**src/design/ppa_params.svh**
```systemverilog
/*
 * constants of the parallel peripheral adapter: selects, control bits,
 * reset values and handshake timing.
 * assumes inclusion by its bare name from the package and the top module.
 */
`ifndef PPA_PARAMS_SVH
`define PPA_PARAMS_SVH

`define PPA_RS_PORT_A   2'h0
`define PPA_RS_CTRL_A   2'h1
`define PPA_RS_PORT_B   2'h2
`define PPA_RS_CTRL_B   2'h3

`define PPA_CR_IRQ_EN1  0
`define PPA_CR_EDGE1    1
`define PPA_CR_DATA_SEL 2
`define PPA_CR_IRQ_EN2  3
`define PPA_CR_EDGE2    4
`define PPA_CR_C2_OUT   5
`define PPA_CR_FLAG2    6
`define PPA_CR_FLAG1    7

`define PPA_REG_RESET   8'h00

`define PPA_LINE_CA1    0
`define PPA_LINE_CA2    1
`define PPA_LINE_CB1    2
`define PPA_LINE_CB2    3

`define PPA_CLK_PERIOD_NS   20
`define PPA_HS_FALL_MAX_NS  1000
`define PPA_HS_FALL_MAX_CYC (`PPA_HS_FALL_MAX_NS / `PPA_CLK_PERIOD_NS)
`define PPA_HS_RISE_MAX_NS  2000
`define PPA_HS_RISE_MAX_CYC (`PPA_HS_RISE_MAX_NS / `PPA_CLK_PERIOD_NS)

`endif

```
**src/design/ppa_pkg.sv**
```systemverilog
/*
 * types of the parallel peripheral adapter.
 * assumes ppa_params.svh is on the include path.
 */
`include "ppa_params.svh"

package ppa_pkg;

    typedef struct packed {
        logic       enable;
        logic       read;
        logic       cs_high_a;
        logic       cs_high_b;
        logic       cs_low_b;
        logic [1:0] rs;
        logic [7:0] data;
        logic [7:0] pa;
        logic [7:0] pb;
        logic [3:0] ctl;
    } ppa_bus_type;

    typedef struct packed {
        logic [7:0] out_a;
        logic [7:0] ddr_a;
        logic [7:0] cr_a;
        logic [7:0] out_b;
        logic [7:0] ddr_b;
        logic [7:0] cr_b;
        logic       ctl_a;
        logic       ctl_b;
    } ppa_regs_type;

    typedef struct packed {
        logic [7:0] data_out;
        logic       data_oe_b;
        logic [7:0] pa_out;
        logic [7:0] pa_oe_b;
        logic [7:0] pb_out;
        logic [7:0] pb_oe_b;
        logic       ca2_out;
        logic       ca2_oe_b;
        logic       cb2_out;
        logic       cb2_oe_b;
        logic       irq_a_oe_b;
        logic       irq_b_oe_b;
    } ppa_pins_type;

    typedef struct packed {
        ppa_bus_type meta;
        ppa_bus_type stable;
    } ppa_sync_state_type;

    typedef struct packed {
        logic last;
        logic primed;
    } ppa_edge_state_type;

    typedef struct packed {
        ppa_regs_type regs;
        ppa_bus_type  hold;
        logic         e_last;
        ppa_pins_type pins;
    } ppa_state_type;

endpackage : ppa_pkg

```
**src/design/ppa_sync.sv**
```systemverilog
/*
 * two-stage synchroniser for every pin the adapter samples.
 * assumes inputs are asynchronous to clk_sys.
 */
module ppa_sync
    import ppa_pkg::*;
(
    input  wire logic        clk_sys,
    input  wire logic        rst_b,
    input  wire ppa_bus_type raw,
    output ppa_bus_type      stable
);

    ppa_sync_state_type st;
    ppa_sync_state_type next_st;

    always_comb begin
        next_st        = st;
        next_st.meta   = raw;
        next_st.stable = st.meta;
    end

    always_ff @(posedge clk_sys or negedge rst_b) begin
        if (!rst_b) begin
            st <= '0;
        end else begin
            st <= next_st;
        end
    end

    assign stable = st.stable;

endmodule : ppa_sync

```
**src/design/ppa_edge.sv**
```systemverilog
/*
 * strobe-sampled edge detector for one interrupt line.
 * assumes level is synchronised and sample is a one-cycle pulse.
 */
module ppa_edge
    import ppa_pkg::*;
(
    input  wire logic clk_sys,
    input  wire logic rst_b,
    input  wire logic sample,
    input  wire logic level,
    input  wire logic rising,
    output logic      hit
);

    ppa_edge_state_type st;
    ppa_edge_state_type next_st;

    // first sample after reset only primes; no edge is invented from reset
    always_comb begin
        next_st = st;
        hit     = 1'b0;
        if (sample) begin
            next_st.last   = level;
            next_st.primed = 1'b1;
            hit            = st.primed & (level != st.last) & (level == rising); // RULE29
        end
    end

    always_ff @(posedge clk_sys or negedge rst_b) begin
        if (!rst_b) begin
            st <= '0;
        end else begin
            st <= next_st;
        end
    end

endmodule : ppa_edge

```
**src/design/ppa_adapter.sv**
```systemverilog
/*
 * dual 8-bit parallel peripheral adapter: processor bus slave, two ports
 * with direction control, edge interrupt lines and handshake control lines.
 * assumes every pin is asynchronous to clk_sys and the strobe is far slower.
 */
//
// Contract
// RULE1 - data bus floats except during selected reads
// RULE2 - all timing follows strobe rising and falling edges
// RULE3 - peripheral holds inactive level one strobe first
// RULE4 - write accepted during strobe with direction low
// RULE5 - read drives bus only while selected and strobed
// RULE6 - reset clears every register bit
// RULE7 - selected when both high selects high, low low
// RULE8 - master holds chip selects stable through strobe
// RULE9 - register chosen by selects plus control bits
// RULE10 - master holds register selects stable through strobe
// RULE11 - interrupt outputs only pull low or float
// RULE12 - two enabled flags drive each interrupt output
// RULE13 - port data read clears that port's flags
// RULE14 - direction bit one output, zero input
// RULE15 - input pins read live onto data bus
// RULE16 - output pins follow output register bits
// RULE17 - port A output bits read sensed pin level
// RULE18 - port B input pins are tri-stated
// RULE19 - port B output bits read register value
// RULE20 - edge inputs set flags, edge chosen by bit
// RULE21 - second control line is input or output
// RULE22 - A handshake falls on read, rises on edge
// RULE23 - B handshake falls on write, rises on edge
// RULE24 - system may gate bus with valid address
// RULE25 - select codes map data, direction and control
// RULE26 - control bits 0-5 writable, 6-7 read-only flags
// RULE27 - bit 0 enables, bit 1 picks edge
// RULE28 - bit 5 low: second line is interrupt input
// RULE29 - edges judged on levels sampled each strobe
`include "ppa_params.svh"

module ppa_adapter
    import ppa_pkg::*;
(
    input  wire logic       clk_sys,
    input  wire logic       rst_b,
    input  wire logic       bus_enable_strobe,
    input  wire logic       read_write_dir,
    input  wire logic       chip_select_high_a,
    input  wire logic       chip_select_high_b,
    input  wire logic       chip_select_low_b,
    input  wire logic       register_select_low_bit,
    input  wire logic       register_select_high_bit,
    input  wire logic [7:0] cpu_data_lines_in,
    output logic      [7:0] cpu_data_lines_out,
    output logic            cpu_data_lines_oe_b,
    output logic            interrupt_out_port_a_oe_b,
    output logic            interrupt_out_port_b_oe_b,
    input  wire logic [7:0] port_a_pins_in,
    output logic      [7:0] port_a_pins_out,
    output logic      [7:0] port_a_pins_oe_b,
    input  wire logic [7:0] port_b_pins_in,
    output logic      [7:0] port_b_pins_out,
    output logic      [7:0] port_b_pins_oe_b,
    input  wire logic       edge_input_a,
    input  wire logic       edge_input_b,
    input  wire logic       control_line_a_in,
    output logic            control_line_a_out,
    output logic            control_line_a_oe_b,
    input  wire logic       control_line_b_in,
    output logic            control_line_b_out,
    output logic            control_line_b_oe_b
);

    ppa_state_type st;
    ppa_state_type next_st;
    ppa_bus_type   raw;
    ppa_bus_type   bus;

    // one bit per line
    logic [3:0]    edge_rise;
    logic [3:0]    edge_hit;

    logic          e_rise;
    logic          e_fall;
    logic          sel_live;
    logic          sel_held;
    logic          acc_wr;
    logic          acc_rd;
    logic          rd_data_a;
    logic          rd_data_b;
    logic          wr_start_b;
    logic          irq_a;
    logic          irq_b;

    // live read, held write
    function automatic logic selected(input ppa_bus_type b);
        selected = b.cs_high_a & b.cs_high_b & ~b.cs_low_b; // RULE7
    endfunction : selected

    function automatic logic [7:0] read_value(input ppa_regs_type r,
                                              input ppa_bus_type  b);
        read_value = `PPA_REG_RESET;
        unique case (b.rs) // RULE9 RULE25
            `PPA_RS_PORT_A: begin
                if (r.cr_a[`PPA_CR_DATA_SEL]) begin
                    read_value = b.pa; // RULE15 RULE17
                end else begin
                    read_value = r.ddr_a;
                end
            end
            `PPA_RS_CTRL_A: begin
                read_value = r.cr_a;
            end
            `PPA_RS_PORT_B: begin
                if (r.cr_b[`PPA_CR_DATA_SEL]) begin
                    read_value = (r.ddr_b & r.out_b) | (~r.ddr_b & b.pb); // RULE15 RULE19
                end else begin
                    read_value = r.ddr_b;
                end
            end
            `PPA_RS_CTRL_B: begin
                read_value = r.cr_b;
            end
        endcase
    endfunction : read_value

    // every pin, strobe included, is resynchronised before use
    assign raw.enable    = bus_enable_strobe;
    assign raw.read      = read_write_dir;
    assign raw.cs_high_a = chip_select_high_a;
    assign raw.cs_high_b = chip_select_high_b;
    assign raw.cs_low_b  = chip_select_low_b;
    assign raw.rs        = {register_select_high_bit, register_select_low_bit};
    assign raw.data      = cpu_data_lines_in;
    assign raw.pa        = port_a_pins_in;
    assign raw.pb        = port_b_pins_in;
    assign raw.ctl       = {control_line_b_in, edge_input_b, control_line_a_in, edge_input_a};

    // fields move in step
    ppa_sync u_sync (
        .clk_sys (clk_sys),
        .rst_b   (rst_b),
        .raw     (raw),
        .stable  (bus)
    );

    // 1 rising, 0 falling
    assign edge_rise[`PPA_LINE_CA1] = st.regs.cr_a[`PPA_CR_EDGE1]; // RULE27
    assign edge_rise[`PPA_LINE_CA2] = st.regs.cr_a[`PPA_CR_EDGE2]; // RULE28
    assign edge_rise[`PPA_LINE_CB1] = st.regs.cr_b[`PPA_CR_EDGE1]; // RULE27
    assign edge_rise[`PPA_LINE_CB2] = st.regs.cr_b[`PPA_CR_EDGE2]; // RULE28

    // lines are judged only at strobe ends, so a glitch between strobes is lost
    for (genvar i = 0; i < 4; i++) begin : g_edge
        ppa_edge u_edge (
            .clk_sys (clk_sys),
            .rst_b   (rst_b),
            .sample  (e_fall),
            .level   (bus.ctl[i]),
            .rising  (edge_rise[i]),
            .hit     (edge_hit[i])
        ); // RULE3 RULE20
    end

    always_comb begin
        next_st = st;

        // pin edge + 2 cycles
        e_rise = bus.enable & ~st.e_last; // RULE2
        e_fall = ~bus.enable & st.e_last; // RULE2
        next_st.e_last = bus.enable;

        // the data hold after the strobe is shorter than the sync delay,
        // so the bus is captured while the strobe is still seen high
        if (bus.enable) begin
            next_st.hold = bus;
        end

        // held copy picks writes
        sel_live = selected(bus);
        sel_held = selected(st.hold);
        acc_wr   = e_fall & sel_held & ~st.hold.read;
        acc_rd   = e_fall & sel_held & st.hold.read;

        rd_data_a = acc_rd & (st.hold.rs == `PPA_RS_PORT_A)
                  & st.regs.cr_a[`PPA_CR_DATA_SEL];
        rd_data_b = acc_rd & (st.hold.rs == `PPA_RS_PORT_B)
                  & st.regs.cr_b[`PPA_CR_DATA_SEL];
        // starts at strobe rise
        wr_start_b = e_rise & sel_live & ~bus.read & (bus.rs == `PPA_RS_PORT_B)
                   & st.regs.cr_b[`PPA_CR_DATA_SEL];

        if (acc_wr) begin // RULE4
            unique case (st.hold.rs) // RULE9 RULE25
                `PPA_RS_PORT_A: begin
                    if (st.regs.cr_a[`PPA_CR_DATA_SEL]) begin
                        next_st.regs.out_a = st.hold.data;
                    end else begin
                        next_st.regs.ddr_a = st.hold.data;
                    end
                end
                `PPA_RS_CTRL_A: begin
                    // flags stay read-only
                    next_st.regs.cr_a[5:0] = st.hold.data[5:0]; // RULE26
                end
                `PPA_RS_PORT_B: begin
                    if (st.regs.cr_b[`PPA_CR_DATA_SEL]) begin
                        next_st.regs.out_b = st.hold.data;
                    end else begin
                        next_st.regs.ddr_b = st.hold.data;
                    end
                end
                `PPA_RS_CTRL_B: begin
                    next_st.regs.cr_b[5:0] = st.hold.data[5:0]; // RULE26
                end
            endcase
        end

        // a new edge in the clearing cycle survives the clear
        next_st.regs.cr_a[`PPA_CR_FLAG1] = (st.regs.cr_a[`PPA_CR_FLAG1] & ~rd_data_a)
                                         | edge_hit[`PPA_LINE_CA1]; // RULE13 RULE20
        next_st.regs.cr_a[`PPA_CR_FLAG2] = (st.regs.cr_a[`PPA_CR_FLAG2] & ~rd_data_a)
                                         | (edge_hit[`PPA_LINE_CA2]
                                            & ~st.regs.cr_a[`PPA_CR_C2_OUT]); // RULE13 RULE28
        next_st.regs.cr_b[`PPA_CR_FLAG1] = (st.regs.cr_b[`PPA_CR_FLAG1] & ~rd_data_b)
                                         | edge_hit[`PPA_LINE_CB1]; // RULE13 RULE20
        next_st.regs.cr_b[`PPA_CR_FLAG2] = (st.regs.cr_b[`PPA_CR_FLAG2] & ~rd_data_b)
                                         | (edge_hit[`PPA_LINE_CB2]
                                            & ~st.regs.cr_b[`PPA_CR_C2_OUT]); // RULE13 RULE28

        // bit 4 set: level from bit 3
        if (next_st.regs.cr_a[`PPA_CR_C2_OUT]) begin // RULE21
            if (next_st.regs.cr_a[`PPA_CR_EDGE2]) begin
                next_st.regs.ctl_a = next_st.regs.cr_a[`PPA_CR_IRQ_EN2];
            end else if (edge_hit[`PPA_LINE_CA1]) begin
                next_st.regs.ctl_a = 1'b1; // RULE22
            end else if (rd_data_a) begin
                next_st.regs.ctl_a = 1'b0; // RULE22
            end
        end

        // edge raises, write lowers
        if (next_st.regs.cr_b[`PPA_CR_C2_OUT]) begin // RULE21
            if (next_st.regs.cr_b[`PPA_CR_EDGE2]) begin
                next_st.regs.ctl_b = next_st.regs.cr_b[`PPA_CR_IRQ_EN2];
            end else if (edge_hit[`PPA_LINE_CB1]) begin
                next_st.regs.ctl_b = 1'b1; // RULE23
            end else if (wr_start_b) begin
                next_st.regs.ctl_b = 1'b0; // RULE23
            end
        end

        // enable raised over a flag already set asserts at once
        irq_a = (next_st.regs.cr_a[`PPA_CR_FLAG1] & next_st.regs.cr_a[`PPA_CR_IRQ_EN1])
              | (next_st.regs.cr_a[`PPA_CR_FLAG2] & next_st.regs.cr_a[`PPA_CR_IRQ_EN2]
                 & ~next_st.regs.cr_a[`PPA_CR_C2_OUT]); // RULE12 RULE27
        irq_b = (next_st.regs.cr_b[`PPA_CR_FLAG1] & next_st.regs.cr_b[`PPA_CR_IRQ_EN1])
              | (next_st.regs.cr_b[`PPA_CR_FLAG2] & next_st.regs.cr_b[`PPA_CR_IRQ_EN2]
                 & ~next_st.regs.cr_b[`PPA_CR_C2_OUT]); // RULE12 RULE27

        // no decode glitch on pins
        next_st.pins.data_oe_b  = ~(bus.enable & sel_live & bus.read); // RULE1 RULE5
        next_st.pins.data_out   = read_value(st.regs, bus); // RULE5
        next_st.pins.pa_out     = next_st.regs.out_a; // RULE16
        next_st.pins.pa_oe_b    = ~next_st.regs.ddr_a; // RULE14
        next_st.pins.pb_out     = next_st.regs.out_b; // RULE16
        next_st.pins.pb_oe_b    = ~next_st.regs.ddr_b; // RULE14 RULE18
        next_st.pins.ca2_out    = next_st.regs.ctl_a;
        next_st.pins.ca2_oe_b   = ~next_st.regs.cr_a[`PPA_CR_C2_OUT]; // RULE21
        next_st.pins.cb2_out    = next_st.regs.ctl_b;
        next_st.pins.cb2_oe_b   = ~next_st.regs.cr_b[`PPA_CR_C2_OUT]; // RULE21
        next_st.pins.irq_a_oe_b = ~irq_a; // RULE11
        next_st.pins.irq_b_oe_b = ~irq_b; // RULE11
    end

    // registers clear to zero, pin enables to released
    always_ff @(posedge clk_sys or negedge rst_b) begin
        if (!rst_b) begin
            st                 <= '0; // RULE6
            st.pins.data_oe_b  <= 1'b1;
            st.pins.pa_oe_b    <= 8'hff;
            st.pins.pb_oe_b    <= 8'hff;
            st.pins.ca2_oe_b   <= 1'b1;
            st.pins.cb2_oe_b   <= 1'b1;
            st.pins.irq_a_oe_b <= 1'b1;
            st.pins.irq_b_oe_b <= 1'b1;
        end else begin
            st <= next_st;
        end
    end

    // plain copies
    assign cpu_data_lines_out        = st.pins.data_out;
    assign cpu_data_lines_oe_b       = st.pins.data_oe_b;
    assign interrupt_out_port_a_oe_b = st.pins.irq_a_oe_b;
    assign interrupt_out_port_b_oe_b = st.pins.irq_b_oe_b;
    assign port_a_pins_out           = st.pins.pa_out;
    assign port_a_pins_oe_b          = st.pins.pa_oe_b;
    assign port_b_pins_out           = st.pins.pb_out;
    assign port_b_pins_oe_b          = st.pins.pb_oe_b;
    assign control_line_a_out        = st.pins.ca2_out;
    assign control_line_a_oe_b       = st.pins.ca2_oe_b;
    assign control_line_b_out        = st.pins.cb2_out;
    assign control_line_b_oe_b       = st.pins.cb2_oe_b;

endmodule : ppa_adapter

```
**config.mk**
```make
export PLATFORM = sky130hd
export DESIGN_NAME = ppa_adapter
export DESIGN_NICKNAME = d
export VERILOG_FILES = /design/src/design/ppa_pkg.sv /design/src/design/ppa_sync.sv /design/src/design/ppa_edge.sv /design/src/design/ppa_adapter.sv
export VERILOG_INCLUDE_DIRS = /design/src /design/src/design
export SDC_FILE = /design/constraint.sdc
export NUM_CORES = 1
export LEC_CHECK = 0
export ABC_AREA = 0
export ABC_CLOCK_PERIOD_IN_PS = 2700
export BUFFER_PORTS_ARGS = -buffer_cell sky130_fd_sc_hd__buf_2
export CAP_MARGIN = 20
export CORE_ASPECT_RATIO = 1.4
export CORE_MARGIN = 5
export CORE_UTILIZATION = 57
export DETAILED_ROUTE_END_ITERATION = 10
export GPL_TIMING_DRIVEN = 0
export PLACE_DENSITY = 0.79
export SETUP_SLACK_MARGIN = 0.05
export SYNTH_ARGS = -nofsm -noshare
export SYNTH_HDL_FRONTEND = slang
export SYNTH_SLANG_ARGS = --single-unit
```
**constraint.sdc**
```tcl
create_clock -name clk_sys -period 2.7 [get_ports clk_sys]
set_input_delay 0.54 -clock clk_sys [delete_from_list [all_inputs] [get_ports clk_sys]]
set_output_delay 0.54 -clock clk_sys [all_outputs]
set_load 0.01 [all_outputs]
```
# After elaboration in Yosys (flattened, before gate mapping)

Cells that the tools add are included.

Register bits after elaboration: 169
Logic and storage cells: 163

Bitwise gates (word level): 66
Reductions and logical operators: 10
Muxes and demuxes: 23
Eq/ne operators: 14

Operators by type and width:

| operator           | number |
|---|---|
| $mux 8             | 7 |
| $and 1x1->1        | 39 |
| $pmux 8 s4         | 1 |
| $not 8->8          | 3 |
| $mux 22            | 1 |
| $mux 6             | 3 |
| $and 8x8->8        | 2 |
| $mux 16            | 1 |
| $not 1->1          | 15 |
| $mux 1             | 10 |
| $eq 2x2->1 const B | 4 |
| $or 8x8->8         | 1 |
| $reduce_and 2->1   | 4 |
| $or 1x1->1         | 6 |
| $reduce_and 3->1   | 2 |
| $reduce_bool 3->1  | 2 |
| $eq 1x1->1         | 4 |
| $eq 2x1->1 const B | 2 |
| $logic_not 2->1    | 2 |
| $ne 1x1->1         | 4 |

# Logic depth before layout (Yosys ltp)

Depth after elaboration: 13
Gate-level depth with buffers: 9

# Cells and area by module

A second synthesis with hierarchy kept.

Cell total of the unflattened synthesis: 424
Area, all modules: 6461.2 um^2

Modules (own cells, without submodules):

| module      | sequential area each (um^2) | area each (um^2) | times used | cells each |
|---|---|---|---|---|
| ppa_adapter | 2378.5                      | 4324.1           | 1          | 322 |
| ppa_sync    | 1751.7                      | 1751.7           | 1          | 70 |
| ppa_edge    | 50.0                        | 96.3             | 4          | 8 |

# Least setup slack after synthesis

Ideal clock, no wire load.

Path kind: register to register
Start: reg u_sync.st, in the netlist u_sync.stable[34]
End: reg st[100] (netlist bit)
Path slack: 598 ps
Path buffers: 3
Period minus slack after synthesis: 2102 ps
Data arrival time: 1977 ps
Stages on the path, launching flop included: 9
Required time: 2575 ps
Cells stage by stage: dfrtp_1 > buf_6 > nor2b_2 > buf_4 > nor3b_4 > nand2b_2 > nor3_2 > buf_4 > mux2_2

RTL lines:

| what                     | RTL line           | text |
|---|---|---|
| start: declaration       | ppa_sync.sv:14     | `ppa_sync_state_type st;` |
| start signal: assignment | ppa_sync.sv:27     | `st <= next_st;` |
| end signal: assignment   | ppa_adapter.sv:286 | `st <= next_st;` |
| end: declaration         | ppa_adapter.sv:72  | `ppa_state_type st;` |

==> metrics.md <==
| Metric | Value |
|---|---|
| Result of the run | `complete, no violations` |
| Hold crit path type | `in2async` |
| Proportion of synthesized flip-flops having asynchronous set or reset | `1.00` |
| Count of different cell masters after synthesis | `40` |
| Synth Warn # | `0` |
| Most frequent cell on the critical path | `sky130_fd_sc_hd__buf_4` |
| Non-Filler Instances | `661` |
| Max frequency | `0.421 GHz` |
| Net Switching | `1330 uW` |
| Worst-case clock skew | `0.0104 ns` |
| Type of the worst setup path | `reg2reg` |
| Total congestion overflow after global routing | `0` |
| Number of antenna violations at the first check in global routing | `0` |
| Number of primary I/O pins | `84` |
| Hold bufs inserted after CTS | `0` |
| Number of inserted filler cells in the final layout | `762` |
| DR vias | `3,441` |
| Internal power consumption | `4480 uW` |
| Post-synth top area cell | `sky130_fd_sc_hd__dfrtp_1` |
| Antenna cell count | `0` |
| Final hold viol count | `0` |
| Most instantiated flip-flop cell in the synthesis netlist | `sky130_fd_sc_hd__dfrtp_1` |
| Combinational Power Share | `0.092` |
| Peak fanout along the critical path | `10` |
| Post-synthesis net count | `441` |
| Number of buffers created by CTS | `17` |
| Clock transition at the registers of the reported paths | `0.06 ns` |
| Placed cell count | `629` |
| Final setup fails | `0` |
| Post-layout instance area | `7480 sq um` |
| Switching power share of the total | `0.228` |
| Clock tree from TritonCTS | `yes` |
| Tightest Pin Transition | `0.728 ns` |
| Number of global-route vias before repair | `3,730` |
| DR pass1 iterations | `4` |
| Post-CTS Setup Repair Bufs | `0` |
| Number of vias per cell after detailed routing | `5.21` |
| Routed wire length per instance | `17.6 microns` |
| Power density cells | `776 nW/um^2` |
| Number of nets at the end of the flow | `544` |
| Total Routed Length | `11,600 microns` |
| Die X-Extent | `98.5 microns` |
| Initial core utilization | `0.579` |
| Seq pwr share | `0.498` |
| Register bit total from synthesis | `169` |
| Fraction of layout cells with a size suffix above 1 | `0.504` |
| Antenna Nets Post-Route | `0` |
| Global-route wire length before repair | `19,600 microns` |
| Final weighted congestion in routability-driven placement | `0.826` |
| Average cell area after synthesis | `15.5 sq um` |
| Most used standard cell by instance count after synthesis | `sky130_fd_sc_hd__dfrtp_1` |
| Area fraction of the dominant cell type after synthesis | `0.592` |
| PnR Total Power | `5810 uW` |
| Clock latency on the worst-skew pair | `0.41 ns` |
| Number of levels the H-tree was split into | `4` |
| Placement row count | `45` |
| Leakage dissipation | `0.00357 uW` |
| RSZ-0062 raised after global routing | `no` |
| Die Height | `134 microns` |
| Cells after Synth | `404` |
| Area overhead of the layout relative to synthesis | `19.6%` |
| Die Area | `13,200 sq um` |
| Final number of max-transition violations | `0` |
| Critical-path cell list | `buf_6, nor2b_2, buf_4, nor3b_4, nand2b_2, nor3_4, buf_4, mux2_2` |
| Number of design rule violations left after detail routing | `0` |
| Critical path capture point type | `register` |
| Maximum ir drop on the vdd rail | `0.556 mV` |
| Buffers added on ports | `83` |
| Max-Cap Viols | `0` |
| Post-synthesis sequential area ratio | `0.680` |
| Pin count of the biggest net entering global routing | `99` |
| Number of sinks handled by clock tree synthesis | `169` |
| Data arrival at the endpoint of the critical path | `2.67 ns` |
| Cell with the largest stage delay on the worst path | `sky130_fd_sc_hd__nor3_4` |
| CP peak stage delay | `0.39 ns` |
| CP required | `2.99 ns` |
| DRC violation total after the first TritonRoute iteration | `201` |
| Cell types with the largest area share after synthesis | `sky130_fd_sc_hd__dfrtp_1 59%, sky130_fd_sc_hd__mux2_2 11%, sky130_fd_sc_hd__dfstp_2 8.8%, sky130_fd_sc_hd__buf_4 5.0%, sky130_fd_sc_hd__mux2i_1 3.2%` |
| Count of flip-flops with a built-in enable after synthesis | `0` |
| Tot GR Track Use | `0.194` |
| Clock root buffer | `sky130_fd_sc_hd__clkbuf_16` |
| Mapped cell area | `6260 sq um` |
| Headroom to the max-slew limit | `0.512` |
| Maximum buffer depth of the clock tree | `2` |
| Post-Place Cell Area | `6880 sq um` |
| Core Region | `10,800 sq um` |
| List of most frequent post-synthesis cells | `148 x sky130_fd_sc_hd__dfrtp_1, 62 x sky130_fd_sc_hd__mux2_2, 42 x sky130_fd_sc_hd__buf_4` |
| Sort of element at the start of the critical path | `register` |
| Min Clock Period, post-route | `2.38 ns` |
| Clock network power share | `0.410` |
| Share of the clock period used by the worst path | `0.880` |
| HPWL after DPL | `7790 microns` |
==> flip-flops by register name, summed over array words and instances, names as in the netlist <==
signal and cells:
st 43, u_sync.next_st 35, u_sync.stable 35, cpu_data_lines_out 8, port_a_pins_oe_b 8, port_a_pins_out 8, port_b_pins_oe_b 8, port_b_pins_out 8
g_edge.u_edge.st 5, edge_rise 4, control_line_a_oe_b 1, control_line_a_out 1, control_line_b_oe_b 1, control_line_b_out 1, cpu_data_lines_oe_b 1, interrupt_out_port_a_oe_b 1
interrupt_out_port_b_oe_b 1
==> per-layer routing <==
layer  track usage  up-vias  part of all wire
li1              -     1566                 -
met1         0.229     1774              0.38
met2         0.339       89              0.56
met3        0.0557       12             0.054
met4        0.0630        0             0.012
met5             0        -                 0
==> power groups by stage <==
stage	clock [uW]	combinational, uW	sequential (uW)
detailed placement	0	535	2930
CTS	2420	543	2900
global placement	0	510	2920
global route	2540	592	2920
floorplan	0	328	2890
finish	2380	533	2890
==> kinds of logic after synthesis <==
logic type      Yosys count  share of synthesized area
flops                   169                      0.680
compound gates           35                     0.0348
simple gates             38                     0.0400
buf+inv                  71                     0.0714
mux                      91                      0.174
==> cell usage in the layout (no fill, tap or decap), types with 4 or more instances in the layout <==
cell type and instances:
sky130_fd_sc_hd__a21oi_1 11, sky130_fd_sc_hd__dfstp_2 21, sky130_fd_sc_hd__inv_1 17, sky130_fd_sc_hd__buf_6 4
sky130_fd_sc_hd__nor2_1 5, sky130_fd_sc_hd__clkbuf_16 17, sky130_fd_sc_hd__clkbuf_1 8, sky130_fd_sc_hd__buf_4 42
sky130_fd_sc_hd__mux2i_1 20, sky130_fd_sc_hd__a31oi_1 8, sky130_fd_sc_hd__dfrtp_1 148, sky130_fd_sc_hd__nand2_1 9
sky130_fd_sc_hd__mux4_2 7, sky130_fd_sc_hd__mux2_2 62, sky130_fd_sc_hd__buf_2 82, sky130_fd_sc_hd__o21ai_0 6
==> metrics by stage <==
stage | setup TNS (ns) | utilization | hold slack, ns | setup WS (ns)
after floorplan | 0 | - | 0.244 | 0.598
after global placement | -184.47 | 0.633 | 0.332 | -1.22
after detailed placement | 0 | 0.637 | 0.335 | 0.157
after CTS | 0 | 0.691 | 0.145 | 0.105
after global routing | 0 | 0.692 | 0.160 | 0.169
final | 0 | 0.692 | 0.114 | 0.323
==> repair_timing <==
action                                 in CTS  in global routing
setup endpoints to repair                   0                  2
gates resized for setup                     0                  1
endpoints found under the hold margin       0                  0
==> critical path, delay by kind of cell, from the launching register on <==
| family | cells | cell delay (ns) |
|---|---|---|
| buffers and inverters | 3 | 0.62 |
| DFF | 1 | 0.38 |
| muxes | 1 | 0.36 |
| and+or+nand+nor | 4 | 0.89 |
==> layout make-up <==
type | count | area, sq um | area share
Multi-Input combinational cell | 164 | 1560 | 0.209
Timing Repair Buffer | 84 | 449 | 0.0601
Inverter | 18 | 67.6 | 0.00903
Sequential cell | 169 | 4260 | 0.569
Clock inverter | 10 | 118 | 0.0157
Tap cell | 141 | 176 | 0.0236
Clock buffer | 22 | 474 | 0.0634
Buffer | 53 | 379 | 0.0507
==> worst paths after layout <==
kind,startpoint,end,slack (ns),cells past startpoint
min reg2reg,u_sync.next_st[0],u_sync.stable[0],0.35,0
min in group clk_sys,chip_select_low_b,u_sync.next_st[30],0.23,1
max in group asynchronous,rst_b,port_b_pins_oe_b[0],1.69,2
max,u_sync.stable[34],st[100],0.32,8
min,rst_b,u_sync.next_st[25],0.11,1
max reg2reg,u_sync.stable[34],st[100],0.32,8
Power figures use the tool's default switching activity.
